File: src/hdl/relay_pkg.sv
// Shared constants and carrier types for the binary output relay logic.
package relay_pkg;

  // Width of a trigger-signal selector; selector value 0 means no signal.
  localparam int unsigned SEL_W        = 6;
  localparam int unsigned SLOTS        = 7;
  localparam logic [SEL_W-1:0] SEL_NONE = 6'h00;

  // Timing base: one tick each millisecond at 100 MHz.
  localparam int unsigned CLK_HZ        = 100_000_000;
  localparam int unsigned TICK_US       = 1000;
  localparam int unsigned TICK_CYCLES   = CLK_HZ / 1_000_000 * TICK_US;
  localparam int unsigned TIME_W        = 16;

  // Reset values.
  localparam logic        RST_CONTACT   = 1'b0;
  localparam logic        RST_LATCH     = 1'b0;

  // Operating mode of the relay coil.
  typedef enum logic [0:0] {
    MODE_WORKING = 1'b0,
    MODE_CLOSED  = 1'b1
  } op_mode_t;

  // Per-output configuration carried as one word.
  typedef struct packed {
    logic [SLOTS-1:0][SEL_W-1:0] sel;
    logic [SLOTS-1:0]            slot_invert;
    logic                        out_invert;
    op_mode_t                    mode;
    logic                        latched;
    logic [SEL_W-1:0]            ack_sel;
    logic [TIME_W-1:0]           hold_ms;
    logic [TIME_W-1:0]           off_delay_ms;
  } relay_cfg_t;

  // Acknowledge sources shared by all outputs.
  typedef struct packed {
    logic clear_key;
    logic group_output_ack;
    logic remote_ack;
    logic remote_permit;
  } ack_in_t;

endpackage : relay_pkg

File: src/hdl/ms_timer.sv
// Down counter that reloads on an event and counts whole timing ticks.
`timescale 1ns/1ps
module ms_timer
  import relay_pkg::*;
#(
  parameter int unsigned W = TIME_W
) (
  // Clock and reset
  input  wire logic         clk,
  input  wire logic         reset,
  // Control
  input  wire logic         tick,
  input  wire logic         load,
  input  wire logic [W-1:0] value,
  // Status
  output logic              busy
);

  logic [W-1:0] count;

  always_ff @(posedge clk) begin
    if (reset) begin
      count <= '0;
    end else if (load) begin
      count <= value; // RULE18
    end else if (tick && count != '0) begin
      count <= count - W'(1); // RULE18
    end
  end

  always_comb begin
    busy = (count != '0);
  end

endmodule : ms_timer

File: src/hdl/relay_output.sv
// Binary output relay: trigger OR, inversion, latching, acknowledge, hold and health contact.
//
// Contract
// RULE1 - Output state ORs up to seven triggers.
// RULE2 - Each trigger slot has its own invert.
// RULE3 - Empty slot reads as zero, invert ignored.
// RULE4 - Output invert complements the combined OR.
// RULE5 - No slots assigned forces combined state zero.
// RULE6 - Mode selects energise or de-energise on active.
// RULE7 - Unlatched contact follows combined state continuously.
// RULE8 - Latched contact holds until acknowledged.
// RULE9 - Latch clears only when all triggers inactive.
// RULE10 - Latch clears when all slots unassigned.
// RULE11 - Per-output acknowledge signal clears latch.
// RULE12 - Acknowledge waits for release-retention delay too.
// RULE13 - Each change held at least minimum hold.
// RULE14 - Latched state survives warm and cold restart.
// RULE15 - Group and remote acknowledge need permit.
// RULE16 - Local clear key acknowledges latched output.
// RULE17 - Health contact dropped until healthy start-up.
// RULE18 - Delays timed by tick-driven reloaded counters.
`timescale 1ns/1ps
module relay_output
  import relay_pkg::*;
#(
  parameter int unsigned NSIG     = 1 << SEL_W,
  parameter int unsigned TICK_DIV = TICK_CYCLES
) (
  // Clock and reset
  input  wire logic            clk,
  input  wire logic            reset,
  // Restart without loss of latched state
  input  wire logic            restart,
  // Protection signals, indexed by selector; index 0 is unused
  input  wire logic [NSIG-1:0] prot_signals,
  // Configuration
  input  wire relay_cfg_t      cfg,
  // Acknowledge sources
  input  wire ack_in_t         ack_in,
  // Device health
  input  wire logic            boot_done,
  input  wire logic            internal_fault,
  // Relay drive
  output logic                 relay_coil,
  output logic                 contact_state,
  output logic                 latch_set,
  output logic                 health_contact
);

  ////////////////////////////////////////////////////////////////////////////////
  // Trigger combination.

  logic [SLOTS-1:0] slot_val;
  logic             any_assigned;
  logic             raw_or;
  logic             combined;
  logic             trig_active;

  always_comb begin
    any_assigned = 1'b0;
    raw_or       = 1'b0;
    for (int i = 0; i < SLOTS; i++) begin
      if (cfg.sel[i] == SEL_NONE) begin
        slot_val[i] = 1'b0; // RULE3
      end else begin
        slot_val[i]  = prot_signals[cfg.sel[i]] ^ cfg.slot_invert[i]; // RULE2
        any_assigned = 1'b1;
      end
      raw_or = raw_or | slot_val[i]; // RULE1
    end
    trig_active = raw_or;
    if (!any_assigned) begin
      combined = 1'b0; // RULE5
    end else begin
      combined = raw_or ^ cfg.out_invert; // RULE4
    end
  end

  ////////////////////////////////////////////////////////////////////////////////
  // Timing tick and delay counters.

  // A divider of one would give a zero-width counter, so the width never drops below one bit.
  localparam int unsigned TW = (TICK_DIV > 1) ? $clog2(TICK_DIV) : 1;

  logic [TW-1:0] tick_count;
  logic          tick;

  always_ff @(posedge clk) begin
    if (reset) begin
      tick_count <= '0;
      tick       <= 1'b0;
    end else if (tick_count == TW'(TICK_DIV - 1)) begin
      tick_count <= '0;
      tick       <= 1'b1; // RULE18
    end else begin
      tick_count <= tick_count + TW'(1);
      tick       <= 1'b0;
    end
  end

  logic trig_prev;
  logic trig_fall;
  logic off_busy;

  always_ff @(posedge clk) begin
    if (reset) begin
      trig_prev <= 1'b0;
    end else begin
      trig_prev <= trig_active;
    end
  end

  always_comb begin
    trig_fall = trig_prev && !trig_active;
  end

  ms_timer #(
    .W (TIME_W)
  ) u_off_delay (
    .clk   (clk),
    .reset (reset),
    .tick  (tick),
    .load  (trig_fall || trig_active),
    .value (cfg.off_delay_ms),
    .busy  (off_busy)
  );

  ////////////////////////////////////////////////////////////////////////////////
  // Latching and acknowledge.

  logic prot_ack;
  logic ack_any;
  logic latch_clear;
  logic latch;

  always_comb begin
    prot_ack = (cfg.ack_sel != SEL_NONE) && cfg.latched && prot_signals[cfg.ack_sel]; // RULE11
    ack_any  = ack_in.clear_key // RULE16
             | prot_ack
             | (ack_in.remote_permit & (ack_in.group_output_ack | ack_in.remote_ack)); // RULE15
    latch_clear = !any_assigned // RULE10
                | (!cfg.latched)
                | (ack_any && !trig_active && !off_busy); // RULE9 RULE12
  end

  // The latch has no restart clear: only reset wipes it, restart leaves it.
  always_ff @(posedge clk) begin
    if (reset) begin
      latch <= RST_LATCH;
    end else if (combined && cfg.latched) begin
      latch <= 1'b1; // RULE8
    end else if (latch_clear) begin
      latch <= 1'b0; // RULE9
    end
  end

  logic target;

  always_comb begin
    if (cfg.latched) begin
      target = combined | latch; // RULE8 RULE14
    end else begin
      target = combined; // RULE7
    end
  end

  ////////////////////////////////////////////////////////////////////////////////
  // Minimum hold on every contact change.

  logic hold_busy;
  logic change;

  always_comb begin
    change = (target != contact_state) && !hold_busy;
  end

  ms_timer #(
    .W (TIME_W)
  ) u_hold (
    .clk   (clk),
    .reset (reset),
    .tick  (tick),
    .load  (change),
    .value (cfg.hold_ms),
    .busy  (hold_busy)
  );

  always_ff @(posedge clk) begin
    if (reset) begin
      contact_state <= RST_CONTACT;
    end else if (change) begin
      contact_state <= target; // RULE13
    end
  end

  logic target_q;

  // The coil follows the next contact value, so both outputs move on the same edge.
  always_comb begin
    target_q = (change) ? target : contact_state;
  end

  always_ff @(posedge clk) begin
    if (reset) begin
      relay_coil <= 1'b0;
    end else if (cfg.mode == MODE_CLOSED) begin
      relay_coil <= !target_q; // RULE6
    end else begin
      relay_coil <= target_q; // RULE6
    end
  end

  always_ff @(posedge clk) begin
    if (reset) begin
      latch_set <= 1'b0;
    end else begin
      latch_set <= latch;
    end
  end

  ////////////////////////////////////////////////////////////////////////////////
  // Health contact.

  always_ff @(posedge clk) begin
    if (reset || restart) begin
      health_contact <= 1'b0; // RULE17
    end else begin
      health_contact <= boot_done && !internal_fault; // RULE17
    end
  end

endmodule : relay_output

File: config.mk
export PLATFORM = sky130hd
export DESIGN_NAME = relay_output
export DESIGN_NICKNAME = d
export VERILOG_FILES = /design/src/hdl/relay_pkg.sv /design/src/hdl/ms_timer.sv /design/src/hdl/relay_output.sv
export SDC_FILE = /design/constraint.sdc
export NUM_CORES = 1
export LEC_CHECK = 0
export ABC_CLOCK_PERIOD_IN_PS = 10420
export BUFFER_PORTS_ARGS = -buffer_cell sky130_fd_sc_hd__buf_2
export CAP_MARGIN = 5
export CORE_MARGIN = 4
export CORE_UTILIZATION = 37
export CTS_CLUSTER_DIAMETER = 100
export DETAILED_ROUTE_END_ITERATION = 7
export GPL_TIMING_DRIVEN = 0
export PLACE_DENSITY = 0.62
export SLEW_MARGIN = 20
export SYNTH_ARGS = -nofsm -noshare
export SYNTH_HDL_FRONTEND = slang
export SYNTH_SLANG_ARGS = --single-unit
File: constraint.sdc
create_clock -name clk -period 10.42 [get_ports clk]
set_clock_uncertainty 0.2 [all_clocks]
set_input_delay 0 -clock clk [delete_from_list [all_inputs] [get_ports clk]]
set_output_delay 0 -clock clk [all_outputs]
set_load 0.01 [all_outputs]
Word level (Yosys, flattened, before mapping)
Index checks and enable logic that the tools add are counted.
Storage, ports and cells
  output and inout bits: 4
  register bits: 56
  logic and storage cells: 118
  input bits: 163
Cells by class
  magnitude comparators: 8
  equal/unequal tests: 2
  muxes and demuxes: 41
  bitwise operators: 21
  reductions and logical operators: 33
  add/subtract/negate cells: 3
Operator list (count)
  16-bit 2-to-1 mux: 4
  6-bit by 7-bit less-than comparator with 1-bit output, second input constant: 8
  1-bit binary-select mux with 6-bit select: 8
  6-bit zero test: 7
  16-bit nonzero test: 2
  16-bit by 1-bit subtractor with 16-bit output, second input constant: 2
  1-bit 2-to-1 mux: 29
  17-bit by 1-bit adder with 17-bit output, second input constant: 1
  17-bit == test, second input constant: 1
  1-bit OR: 12
  1-bit logical AND: 10
  1-bit XOR: 8
  1-bit zero test: 7
  2-bit nonzero test: 3
  6-bit nonzero test: 1
  1-bit logical OR: 2
  2-bit OR reduction: 1
  1-bit AND: 1
  1-bit != test: 1

Longest topological paths before layout
Gate-level depths: netlist (run 1).
  depth in word-level cells: 19
  gate-level depth with buffers: 14
  depth with buffers taken out: 12

By module
A second synthesis (run 1) with hierarchy kept.
Unflattened totals
  cell total of the unflattened synthesis: 748
  area, all modules: 7505.9 µm²
By module, submodules not included
  relay_output: instances 1, cells each 516, seq. area each 480.5 µm², area an instance 5616.6 µm²
  ms_timer: instances 2, cells each 116, seq. area each 320.3 µm², area an instance 944.7 µm²

Worst setup path after synthesis (run 1)
No wires, ideal clock.
  kind: input-to-reg
  start: in cfg[32] in the netlist's numbering
  end: reg latch
  setup time: 0.058 ns
  data required time: 10.162 ns
  stages: 9
  path buffers: 2
  slack: 7.075 ns
  arrival: 3.087 ns
  cells stage by stage: clkbuf_1 > buf_1 > mux4_2 > mux4_2 > mux4_2 > a211oi_1 > nor4b_1 > nor4b_1 > o21a_1
On the way
  cells in the longest elaborated chain, start to end: 9
  elaborated cells on any way between the ends: 11
  classes of those cells: mux (2); bitwise (3); reduce/logical (6)
RTL lines
  start: declaration: line relay_output.sv:37  | input wire relay_cfg_t cfg,
  1-bit binary-select mux with 6-bit select / 6-bit nonzero test (equally long branches): line relay_output.sv:137  | prot_ack = (cfg.ack_sel != SEL_NONE) && cfg.latched && prot_signals[cfg.ack_sel];
  1-bit 2-to-1 mux (implied by the code) / 1-bit logical AND (equally long branches): line relay_output.sv:137
  1-bit logical AND (*): line relay_output.sv:137
  1-bit OR (*): line relay_output.sv:139  | | prot_ack
  1-bit OR (*): line relay_output.sv:140  | | (ack_in.remote_permit & (ack_in.group_output_ack | ack_in.remote_ack));
  1-bit logical AND (*) (2 in series): line relay_output.sv:143  | | (ack_any && !trig_active && !off_busy);
  1-bit OR (*): line relay_output.sv:143
  2-bit nonzero test (no source line) (*)
  end signal: assignment: line relay_output.sv:149  | latch <= RST_LATCH;
  end signal: assignment: line relay_output.sv:151  | latch <= 1'b1;
  end signal: assignment: line relay_output.sv:153  | latch <= 1'b0;
  end: declaration: line relay_output.sv:134  | logic latch;
Mark *: on every way between the ends. The rest lies on a longest branch, timed or not. The select of a mux whose other input is x is not followed.
A chain may end at the register's enable or synchronous reset.

Worst setup path after layout (run 1)
  start: in cfg[74] in the netlist's numbering
  end: reg u_hold.count[15]
On the way
  cells in the longest elaborated chain, start to end: 14
  elaborated cells on any way between the ends: 19
  classes of those cells: eq/ne (1); mux (9); bitwise (6); reduce/logical (3)
RTL lines
  1-bit binary-select mux with 6-bit select: line relay_output.sv:66  | slot_val[i] = prot_signals[cfg.sel[i]] ^ cfg.slot_invert[i];
  1-bit 2-to-1 mux (implied by the code): line relay_output.sv:66
  1-bit XOR: line relay_output.sv:66
  1-bit 2-to-1 mux: line relay_output.sv:63  | if (cfg.sel[i] == SEL_NONE) begin
  1-bit OR (3 in series): line relay_output.sv:69  | raw_or = raw_or | slot_val[i];
  1-bit XOR: line relay_output.sv:75  | combined = raw_or ^ cfg.out_invert;
  1-bit 2-to-1 mux (*): line relay_output.sv:72  | if (!any_assigned) begin
  1-bit OR: line relay_output.sv:161  | target = combined | latch;
  1-bit 2-to-1 mux (*): line relay_output.sv:160  | if (cfg.latched) begin
  1-bit != test (*): line relay_output.sv:174  | change = (target != contact_state) && !hold_busy;
  1-bit logical AND (*): line relay_output.sv:174
  16-bit 2-to-1 mux / 2-bit nonzero test (equally long branches)
  end signal: assignment: line ms_timer.sv:25  | count <= value;
  end signal: assignment: line ms_timer.sv:27  | count <= count - W'(1);
  end: declaration: line ms_timer.sv:19  | logic [W-1:0] count;
Marked as above.

==> results of run 1 <==
## path summary, 6_finish.rpt
| kind | cells after the start | startpoint | slack [ns] | to |
|---|---|---|---|---|
| max | 14 | cfg[74] | 6.59 | u_hold.count[15] |
| min | 4 | cfg[41] | 0.0008 | trig_prev |
| max reg2reg | 11 | u_hold.count[6] | 7.07 | u_hold.count[15] |
| min reg2reg | 1 | tick_count[0] | 0.27 | tick_count[0] |
## logic make-up after synthesis
kind of cell	after synthesis	synth area share
compound gates	126	0.1273
buf+inv	72	0.04315
flops	56	0.1499
mux	202	0.4325
simple gates	265	0.1860
fa+ha+maj	3	0.005018
xor+xnor	48	0.05620
## worst reg2reg max path, cell delays in order, from the launching register on
cell and delay (ns):
dfxtp_1 0.35, or4_1 0.55, or2_2 0.35, or4_1 0.60
nand2_1 0.21, or4_1 0.18, nor3_1 0.07, nand2b_1 0.19
or3_1 0.16, xor2_1 0.14, nor2_1 0.05, a31o_1 0.20
## layout make-up
type	count	area, um2
buffer	54	255.2
antenna	3	7.507
timing repair buffer	191	1141
clock buffer	5	125.1
tap	265	331.6
clock inverter	3	18.77
multi-input combinational	644	6037
sequential	56	1121
inverter	18	67.56
fill	1927	10550
## where the power goes
part | internal (W) | leakage [nW] | switching, W | total (W)
Clock | 0.0000889 | 0.0736 | 0.0000794 | 0.000168
Sequential | 0.000235 | 0.459 | 0.0000177 | 0.000253
Combinational | 0.000197 | 2.96 | 0.000219 | 0.000416
## through the flow
| stage | hold WS [ns] | utilization |
|---|---|---|
| floorplan | -0.1244 | - |
| global route | 0.02106 | 0.4629 |
| detailed placement | -0.02721 | 0.4367 |
| finish | 0.0008142 | 0.4633 |
| CTS | 0.004290 | 0.4629 |
| global placement | -0.02820 | 0.4367 |
## routing by layer
metal  track usage  part of all wire  up-vias
li1              -                 -     3478
met1        0.3240              0.37     3600
met2        0.3913              0.43      568
met3       0.06984              0.14      142
met4        0.1423             0.062        6
met5             0            0.0012        -
## sequential cells by signal (all words and copies together) (netlist names)
register           count
trig_prev              1
u_off_delay.count     16
health_contact         1
latch                  1
u_hold.count          16
latch_set              1
contact_state          1
tick_count            17
tick                   1
relay_coil             1
## synthesized netlist by cell type, types with 4 or more instances
library cell	number	area, um2
mux4_2	94	2117
mux2i_1	80	800.8
nor2_1	71	266.5
dfxtp_1	56	1121
nand2_1	44	165.2
a22oi_1	28	210.2
xor2_1	27	236.5
mux2_2	26	292.8
nor2b_1	25	156.4
clkbuf_1	22	82.58
xnor2_1	21	183.9
nor3_1	20	100.1
a211oi_1	19	142.6
inv_1	18	67.56
nand3_1	17	85.08
buf_2	16	80.08
nand4_1	13	81.33
a21oi_1	12	60.06
nor4_1	12	75.07
nand2b_1	11	68.82
o2bb2ai_1	10	87.58
or4_1	10	75.07
buf_1	9	33.78
or3_1	9	56.30
o21ai_0	8	40.04
nor3b_1	7	52.55
nand3b_1	6	45.04
a2111oi_0	5	43.79
a31oi_1	5	31.28
buf_4	5	37.54
nor4b_1	5	43.79
a31o_2	4	35.03
o21a_1	4	30.03
o22ai_1	4	25.02
==> results.sh, run 1 <==
export IMPL_setup_viol=0
export IMPL_synth_nets=938
export IMPL_fin_crit_sh=0.3672
export IMPL_cts_buffers=5
export IMPL_cts_tree="yes"
export IMPL_drive_above_1_share=0.3254
export IMPL_clk_pin_slew_worst_paths_ns=0.07
export IMPL_path_common_cell="buf_2"
export IMPL_critical_path_peak_fanout=10
export IMPL_fin_ws_ns=6.594
export IMPL_cap_violations=0
export IMPL_fin_area_mm2=0.009105
export IMPL_drt_total_wl_um=29510
export IMPL_crit_type="primary input to register"
export IMPL_critPathTopFamily="compound AO/OA/AOI/OAI gates"
export IMPL_cp_slowest_stage_delay_ns=0.61
export IMPL_layout_common_cells="buf_2 (170), mux4_2 (94), mux2i_1 (80), nor2_1 (71), dfxtp_1 (56)"
export IMPL_tns_ns=0
export IMPL_coreArea_mm2=0.01965
export IMPL_clock_latency_ns=0.30
export IMPL_startpoint_type="primary input"
export IMPL_status="finished clean"
export IMPL_grt_max_degree=18
export IMPL_gp_congestion=1.028
export IMPL_grt_pass1_wl_um=43440
export IMPL_htree_levels=2
export IMPL_synthFlopType="dfxtp_1"
export IMPL_grt_pass1_vias=7667
export IMPL_grt_overflow=0
export IMPL_drt_vias_per_instance=6.291
export IMPL_ir_worst_vdd_mv=0.05854
export IMPL_yosysSeqAreaShare=0.1499
export IMPL_placed_area_mm2=0.008583
export IMPL_die_y_um=150.2
export IMPL_num_rows=51
export IMPL_drc=0
export IMPL_dieArea_mm2=0.02256
export IMPL_clock_sinks=56
export IMPL_clk_path_buf_depth=2
export IMPL_syn2layout_area_growth_pct=21.71
export IMPL_pre_cts_ws_ns=6.241
export IMPL_die_x_um=150.2
export IMPL_hold_violations=0
export IMPL_cts_resized=0
export IMPL_detail_route_iter0_violations=753
export IMPL_leakagePower_nw=3.493
export IMPL_async_flop_share=0
export IMPL_worstMarginPinSlew_ns=1.041
export IMPL_syn_avg_cell_area_um2=9.690
export IMPL_io_pins=167
export IMPL_ant_nets=0
export IMPL_rsz0062_at_grt="no"
export IMPL_final_max_slew_viol_count=0
export IMPL_final_cells=1239
export IMPL_post_route_min_period_ns=3.826
export IMPL_numPortBuffers=154
export IMPL_nNetsFinal=1136
export IMPL_end_kind="register"
export IMPL_powerDensity_mw_per_mm2=91.88
export IMPL_clock_fmax_ghz=0.2614
export IMPL_crit_required_ns=10.41
export IMPL_grtUsageTotal=0.2546
export IMPL_hold_path_class="primary input to register"
export IMPL_yosys_warnings=0
export IMPL_hpwl_um=20950
export IMPL_ys_types=67
export IMPL_wl_per_cell_um=23.82
export IMPL_synth_edf_count=0
export IMPL_path_cells="buf_2 > buf_2 > mux2i_1 > a22oi_1 > a21oi_1 > nor4_1 > mux2_2 > a2111oi_0 > o2111a_2 > nand2_2 > mux2i_2 > nand3_4 > buf_6 > a31o_1"
export IMPL_relSlewSlack=0.2963
export IMPL_syn_area_mm2=0.007481
export IMPL_cts_setup_buffers=0
export IMPL_vias=7794
export IMPL_start_util=0.3806
export IMPL_cts_hold_buffers_added=37
export IMPL_slowest_stage="nor4_1"
export IMPL_cp_num_buf_inv=3
export IMPL_dr_pass1_iters=5
export IMPL_dp_cells=1191
export IMPL_cts_root_buf="clkbuf_16"
export IMPL_ys_seq_elements=56
export IMPL_syn_instance_count=772
export IMPL_antenna_found_initial=4
export IMPL_arrival_ns=3.82
export IMPL_final_common_cell="buf_2"
export IMPL_power_w=0.0008366
Power figures use the tool's default switching activity.
==> run 2: changes to the inputs <==
ABC_CLOCK_PERIOD_IN_PS = 3600   (was 10420)
clock period = 3.6 ns   (was 10.42 ns; I/O delays follow)
==> results.sh, run 2 (synthesis results as in run 1) <==
export IMPL_layout_common_cells="buf_2 (168), mux4_2 (94), mux2i_1 (80), nor2_1 (71), dfxtp_1 (56)"
export IMPL_hold_path_class="primary input to register"
export IMPL_status="complete, but fails checks"
export IMPL_fin_ws_ns=0.2364
export IMPL_grtUsageTotal=0.2551
export IMPL_leakagePower_nw=3.515
export IMPL_ant_nets=0
export IMPL_htree_levels=2
export IMPL_crit_type="primary input to register"
export IMPL_rsz0062_at_grt="no"
export IMPL_wl_per_cell_um=23.86
export IMPL_whs_ns=-0.01751
export IMPL_seqCellArea_mm2=0.001121
export IMPL_pre_cts_ws_ns=-0.5785
export IMPL_clock_latency_ns=0.30
export IMPL_ir_worst_vdd_mv=0.1702
export IMPL_antenna_found_initial=4
export IMPL_hpwl_um=20950
export IMPL_startpoint_type="primary input"
export IMPL_die_y_um=150.2
export IMPL_cts_setup_buffers=0
export IMPL_cts_root_buf="clkbuf_16"
export IMPL_dieArea_mm2=0.02256
export IMPL_final_max_slew_viol_count=0
export IMPL_coreArea_mm2=0.01965
export IMPL_grt_pass1_wl_um=43520
export IMPL_vias=7772
export IMPL_dr_pass1_iters=5
export IMPL_gp_congestion=1.028
export IMPL_clk_path_buf_depth=2
export IMPL_post_route_min_period_ns=3.364
export IMPL_drt_vias_per_instance=6.278
export IMPL_drive_above_1_share=0.3337
export IMPL_grt_max_degree=18
export IMPL_relSlewSlack=0.5081
export IMPL_setup_viol=0
export IMPL_arrival_ns=3.36
export IMPL_multiInputGateArea_mm2=0.006071
export IMPL_end_kind="register"
export IMPL_cts_buffers=5
export IMPL_drc=0
export IMPL_final_common_cell="buf_2"
export IMPL_hold_violations=1
export IMPL_crit_required_ns=3.59
export IMPL_fin_crit_sh=0.9343
export IMPL_fillCellCount=1919
export IMPL_dp_cells=1191
export IMPL_power_w=0.002431
export IMPL_cap_violations=0
export IMPL_powerDensity_mw_per_mm2=265.8
export IMPL_grt_overflow=0
export IMPL_clock_sinks=56
export IMPL_die_x_um=150.2
export IMPL_io_pins=167
export IMPL_final_core_util=0.4654
export IMPL_clk_pin_slew_worst_paths_ns=0.07
export IMPL_violations="hold timing"
export IMPL_reg_largest_list="tick_count: 17 flops, u_hold.count: 16 flops, u_off_delay.count: 16 flops"
export IMPL_numPortBuffers=154
export IMPL_drt_total_wl_um=29540
export IMPL_top_register="tick_count"
export IMPL_start_util=0.3806
export IMPL_largest_register_ffs=17
export IMPL_num_rows=51
export IMPL_final_cells=1238
export IMPL_cts_tree="yes"
export IMPL_syn2layout_area_growth_pct=22.26
export IMPL_grt_pass1_vias=7680
export IMPL_detail_route_iter0_violations=636
export IMPL_critical_path_peak_fanout=10
export IMPL_clock_fmax_ghz=0.2973
export IMPL_nNetsFinal=1136
export IMPL_worstMarginPinSlew_ns=0.7312
-- run 2: through the flow --
stage	setup TNS, ns	cell area, um2
CTS	0	9111
global placement	-16.71	8583
floorplan	0	7481
finish	0	9146
global route	0	9141
detailed placement	-17.48	8583
-- run 2: path summary, 6_finish.rpt --
check        cells after the start            start  slack (ns)          endpoint
max                             14          cfg[54]        0.24  u_hold.count[15]
min                              4          cfg[41]       -0.02         trig_prev
max reg2reg                     11  u_hold.count[6]        0.25  u_hold.count[15]
min reg2reg                      1    tick_count[0]        0.28     tick_count[0]
-- run 2: repair_timing --
action                     in CTS  in global routing
setup endpoints to repair      33                 34
hold buffers                   37                  0
hold endpoints to repair       35                  0
gates resized for setup         3                 12
-- run 2: area by class of cell --
cell class,count,share of cell area
Antenna cell,2,0.0005472
Clock buffer,5,0.01368
Multi-Input combinational cell,644,0.6637
Clock inverter,3,0.002052
Timing Repair Buffer,191,0.1248
Sequential cell,56,0.1226
Inverter,18,0.007387
Buffer,54,0.02900
Tap cell,265,0.03625
-- run 2: per-layer routing --
metal,part of all wire,GRT usage
met1,0.37,0.3244
met2,0.43,0.3929
met3,0.13,0.06984
met4,0.063,0.1418
met5,0.0014,0
-- run 2: power breakdown --
group          switching (W)  leakage (nW)  total [W]  internal, W
logic               0.000637          2.98    0.00121     0.000575
registers          0.0000518         0.459   0.000732     0.000680
clock network       0.000229        0.0736   0.000487     0.000257
total               0.000918          3.51    0.00243      0.00151
-- run 2: worst max-delay path: stages --
cell	delay (ns)
buf_2	0.14
buf_4	0.21
mux4_2	0.52
mux4_2	0.49
mux2i_1	0.19
xor2_1	0.16
nor3_1	0.06
nor4_1	0.34
o2111a_2	0.29
nand2_2	0.14
mux2i_2	0.26
nand3_4	0.16
buf_6	0.18
a31o_1	0.21
==> run 3: changes to the inputs <==
PLACE_DENSITY = 0.57   (was 0.62)
SYNTH_HIERARCHICAL = 1   (was not set)
==> results.sh, run 3 <==
export IMPL_status="complete, but fails checks"
export IMPL_violations="setup timing"
export IMPL_coreArea_mm2=0.01972
export IMPL_yosys_mux_area_fraction=0.4479
export IMPL_async_flop_share=0
export IMPL_post_route_min_period_ns=3.659
export IMPL_drive_above_1_share=0.4031
export IMPL_gp_congestion=0.9368
export IMPL_num_rows=51
export IMPL_antenna_found_initial=0
export IMPL_clock_sinks=56
export IMPL_final_max_slew_viol_count=0
export IMPL_ys_types=66
export IMPL_final_cells=1226
export IMPL_vias=7747
export IMPL_clk_pin_slew_worst_paths_ns=0.08
export IMPL_ys_seq_elements=56
export IMPL_leakagePower_nw=3.694
export IMPL_dieArea_mm2=0.02263
export IMPL_syn_area_mm2=0.007506
export IMPL_relSlewSlack=0.4194
export IMPL_startpoint_type="primary input"
export IMPL_arrival_ns=3.67
export IMPL_syn_instance_count=748
export IMPL_grt_pass1_vias=7641
export IMPL_drc=0
export IMPL_path_cells="buf_12 > buf_12 > mux4_2 > a32oi_1 > o21ai_1 > nor3_2 > xnor2_1 > a32oi_1 > nand3_2 > nor4_4 > buf_6 > xor2_4 > or4_1 > nand3_1 > clkbuf_8 > clkinvlp_4 > clkbuf_8 > a311oi_2"
export IMPL_yosys_area_top_type_share=0.3391
export IMPL_syn2layout_area_growth_pct=28.77
export IMPL_cts_root_buf="clkbuf_16"
export IMPL_setup_viol=5
export IMPL_die_y_um=150.4
export IMPL_syn_avg_cell_area_um2=10.03
export IMPL_synth_edf_count=0
export IMPL_synthFlopType="dfxtp_1"
export IMPL_synth_area_leader_cell="mux4_2"
export IMPL_fin_ws_ns=-0.05911
export IMPL_clock_fmax_ghz=0.2733
export IMPL_cap_violations=0
export IMPL_start_util=0.3807
export IMPL_rsz0062_at_grt="yes"
export IMPL_worstMarginPinSlew_ns=0.8588
export IMPL_synthTopCellsByArea="mux4_2 (34%), dfxtp_1 (15%), mux2i_1 (8.9%)"
export IMPL_clk_path_buf_depth=2
export IMPL_placed_area_mm2=0.008671
export IMPL_fin_crit_sh=1.016
export IMPL_detail_route_iter0_violations=782
export IMPL_slowest_stage="mux4_2"
export IMPL_synthXorXnorAreaFrac=0.05468
export IMPL_crit_required_ns=3.61
export IMPL_cp_slowest_stage_delay_ns=0.50
export IMPL_dr_pass1_iters=5
export IMPL_whs_ns=0.02287
export IMPL_drt_total_wl_um=28870
export IMPL_hold_violations=0
export IMPL_grt_max_degree=19
export IMPL_yosysSeqAreaShare=0.1494
export IMPL_crit_type="primary input to register"
export IMPL_io_pins=167
export IMPL_synthAdderAreaFrac=0.005001
export IMPL_cts_tree="yes"
export IMPL_synthSimpleGateAreaFrac=0.1862
export IMPL_fillCellCount=1854
export IMPL_clock_latency_ns=0.30
export IMPL_end_kind="register"
export IMPL_powerDensity_mw_per_mm2=287.5
export IMPL_largest_register_ffs=17
export IMPL_grt_overflow=0
export IMPL_synth_commonest_cells="mux4_2 (113), nor2_1 (75), mux2i_1 (67)"
export IMPL_synth_top_family_by_area="multiplexers"
export IMPL_hpwl_um=21130
export IMPL_wl_per_cell_um=23.55
export IMPL_synth_nets=914
export IMPL_top_register="tick_count"
export IMPL_hold_path_class="primary input to register"
export IMPL_htree_levels=2
export IMPL_fin_area_mm2=0.009666
export IMPL_ir_worst_vdd_mv=0.2163
export IMPL_drt_vias_per_instance=6.319
export IMPL_dp_cells=1161
export IMPL_grt_pass1_wl_um=43600
export IMPL_critical_path_peak_fanout=10
export IMPL_synth_compound_area_share=0.1132
export IMPL_nNetsFinal=1125
export IMPL_layout_common_cells="buf_2 (145), mux4_2 (114), nor2_1 (69), mux2i_1 (66), dfxtp_1 (56)"
export IMPL_final_common_cell="buf_2"
export IMPL_yosys_warnings=6
export IMPL_die_x_um=150.4
export IMPL_cts_buffers=5
export IMPL_ant_nets=0
export IMPL_grtUsageTotal=0.2508
export IMPL_pre_cts_ws_ns=-0.9278
export IMPL_reg_largest_list="tick_count: 17 flops, u_hold/count: 16 flops, u_off_delay/count: 16 flops"
export IMPL_synth_most_common_cell="mux4_2"
export IMPL_numPortBuffers=148
-- run 3: cell count changes after synthesis, moves of 13 or more --
| cell | delta |
|---|---|
| a22oi_1 | -17 |
| clkbuf_1 | +13 |
| mux2_2 | -21 |
| mux2i_1 | -13 |
| mux4_2 | +19 |
-- run 3: final timing paths --
check | start | endpoint | slack (ns) | cells after the start
worst max register to register | u_hold/count[0] | u_hold/count[8] | 0.12 | 11
worst max-delay path | cfg[49] | u_hold/count[8] | -0.06 | 18
worst min register to register | latch | latch_set | 0.26 | 2
worst min-delay path | ack_in[2] | latch | 0.02 | 5
-- run 3: cell families (layout without fill, tap and decap cells) --
family,after synthesis,count (layout)
compound gates,118,118
xor+xnor,46,46
fa+ha+maj,3,3
buf+inv,82,294
flops,56,56
mux,189,189
other cells,0,1
simple gates,254,254
-- run 3: final cells by class --
cell class	instances	area, um2	share of cell area
Multi-Input combinational cell	610	6182	0.6396
Timing Repair Buffer	205	1330	0.1376
Sequential cell	56	1121	0.1160
Buffer	58	461.7	0.04777
Tap cell	265	331.6	0.03430
Clock buffer	5	125.1	0.01294
Inverter	23	90.09	0.009320
Clock inverter	3	21.27	0.002201
Antenna cell	1	2.502	0.0002589
-- run 3: repair_timing --
item,CTS,global route
gates resized for setup,33,79
endpoints found under the setup margin,29,29
endpoints found under the hold margin,35,0
hold buffers,40,0
buffers inserted,11,3
cloned,3,0
pin swaps,10,8
-- run 3: per-layer routing --
metal  routed length, um  global-route usage  vias up
li1                    -                   -     3430
met1               11520              0.3373     3703
met2               13060              0.3987      534
met3                3194             0.05238       80
met4                1102             0.09378        0
met5                   0                   0        -
-- run 3: worst max-delay path: cells and delay by family --
family	cells	cell delay, ns
buf+inv	6	0.88
simple gates	5	1.30
mux	1	0.50
compound gates	4	0.80
xor+xnor	2	0.17
-- run 3: power by group --
part           switching, W  total [W]  leakage (nW)  internal [W]
Clock              0.000237   0.000497        0.0702      0.000260
Sequential        0.0000536   0.000739         0.459      0.000685
Combinational      0.000786    0.00154          3.16      0.000758
Total               0.00108    0.00278          3.69       0.00170
-- run 3: stage by stage --
| stage | utilization | power [W] | TNS (ns) |
|---|---|---|---|
| 5_1_grt | 0.4901 | 0.002944 | -1.607 |
| 3_3_place_gp | 0.4397 | 0.002080 | -19.61 |
| 3_5_place_dp | 0.4397 | 0.002087 | -22.61 |
| 6_report | 0.4902 | 0.002779 | -0.1120 |
| 4_1_cts | 0.4797 | 0.002729 | -1.326 |
| 2_1_floorplan | - | 0.001674 | 0 |
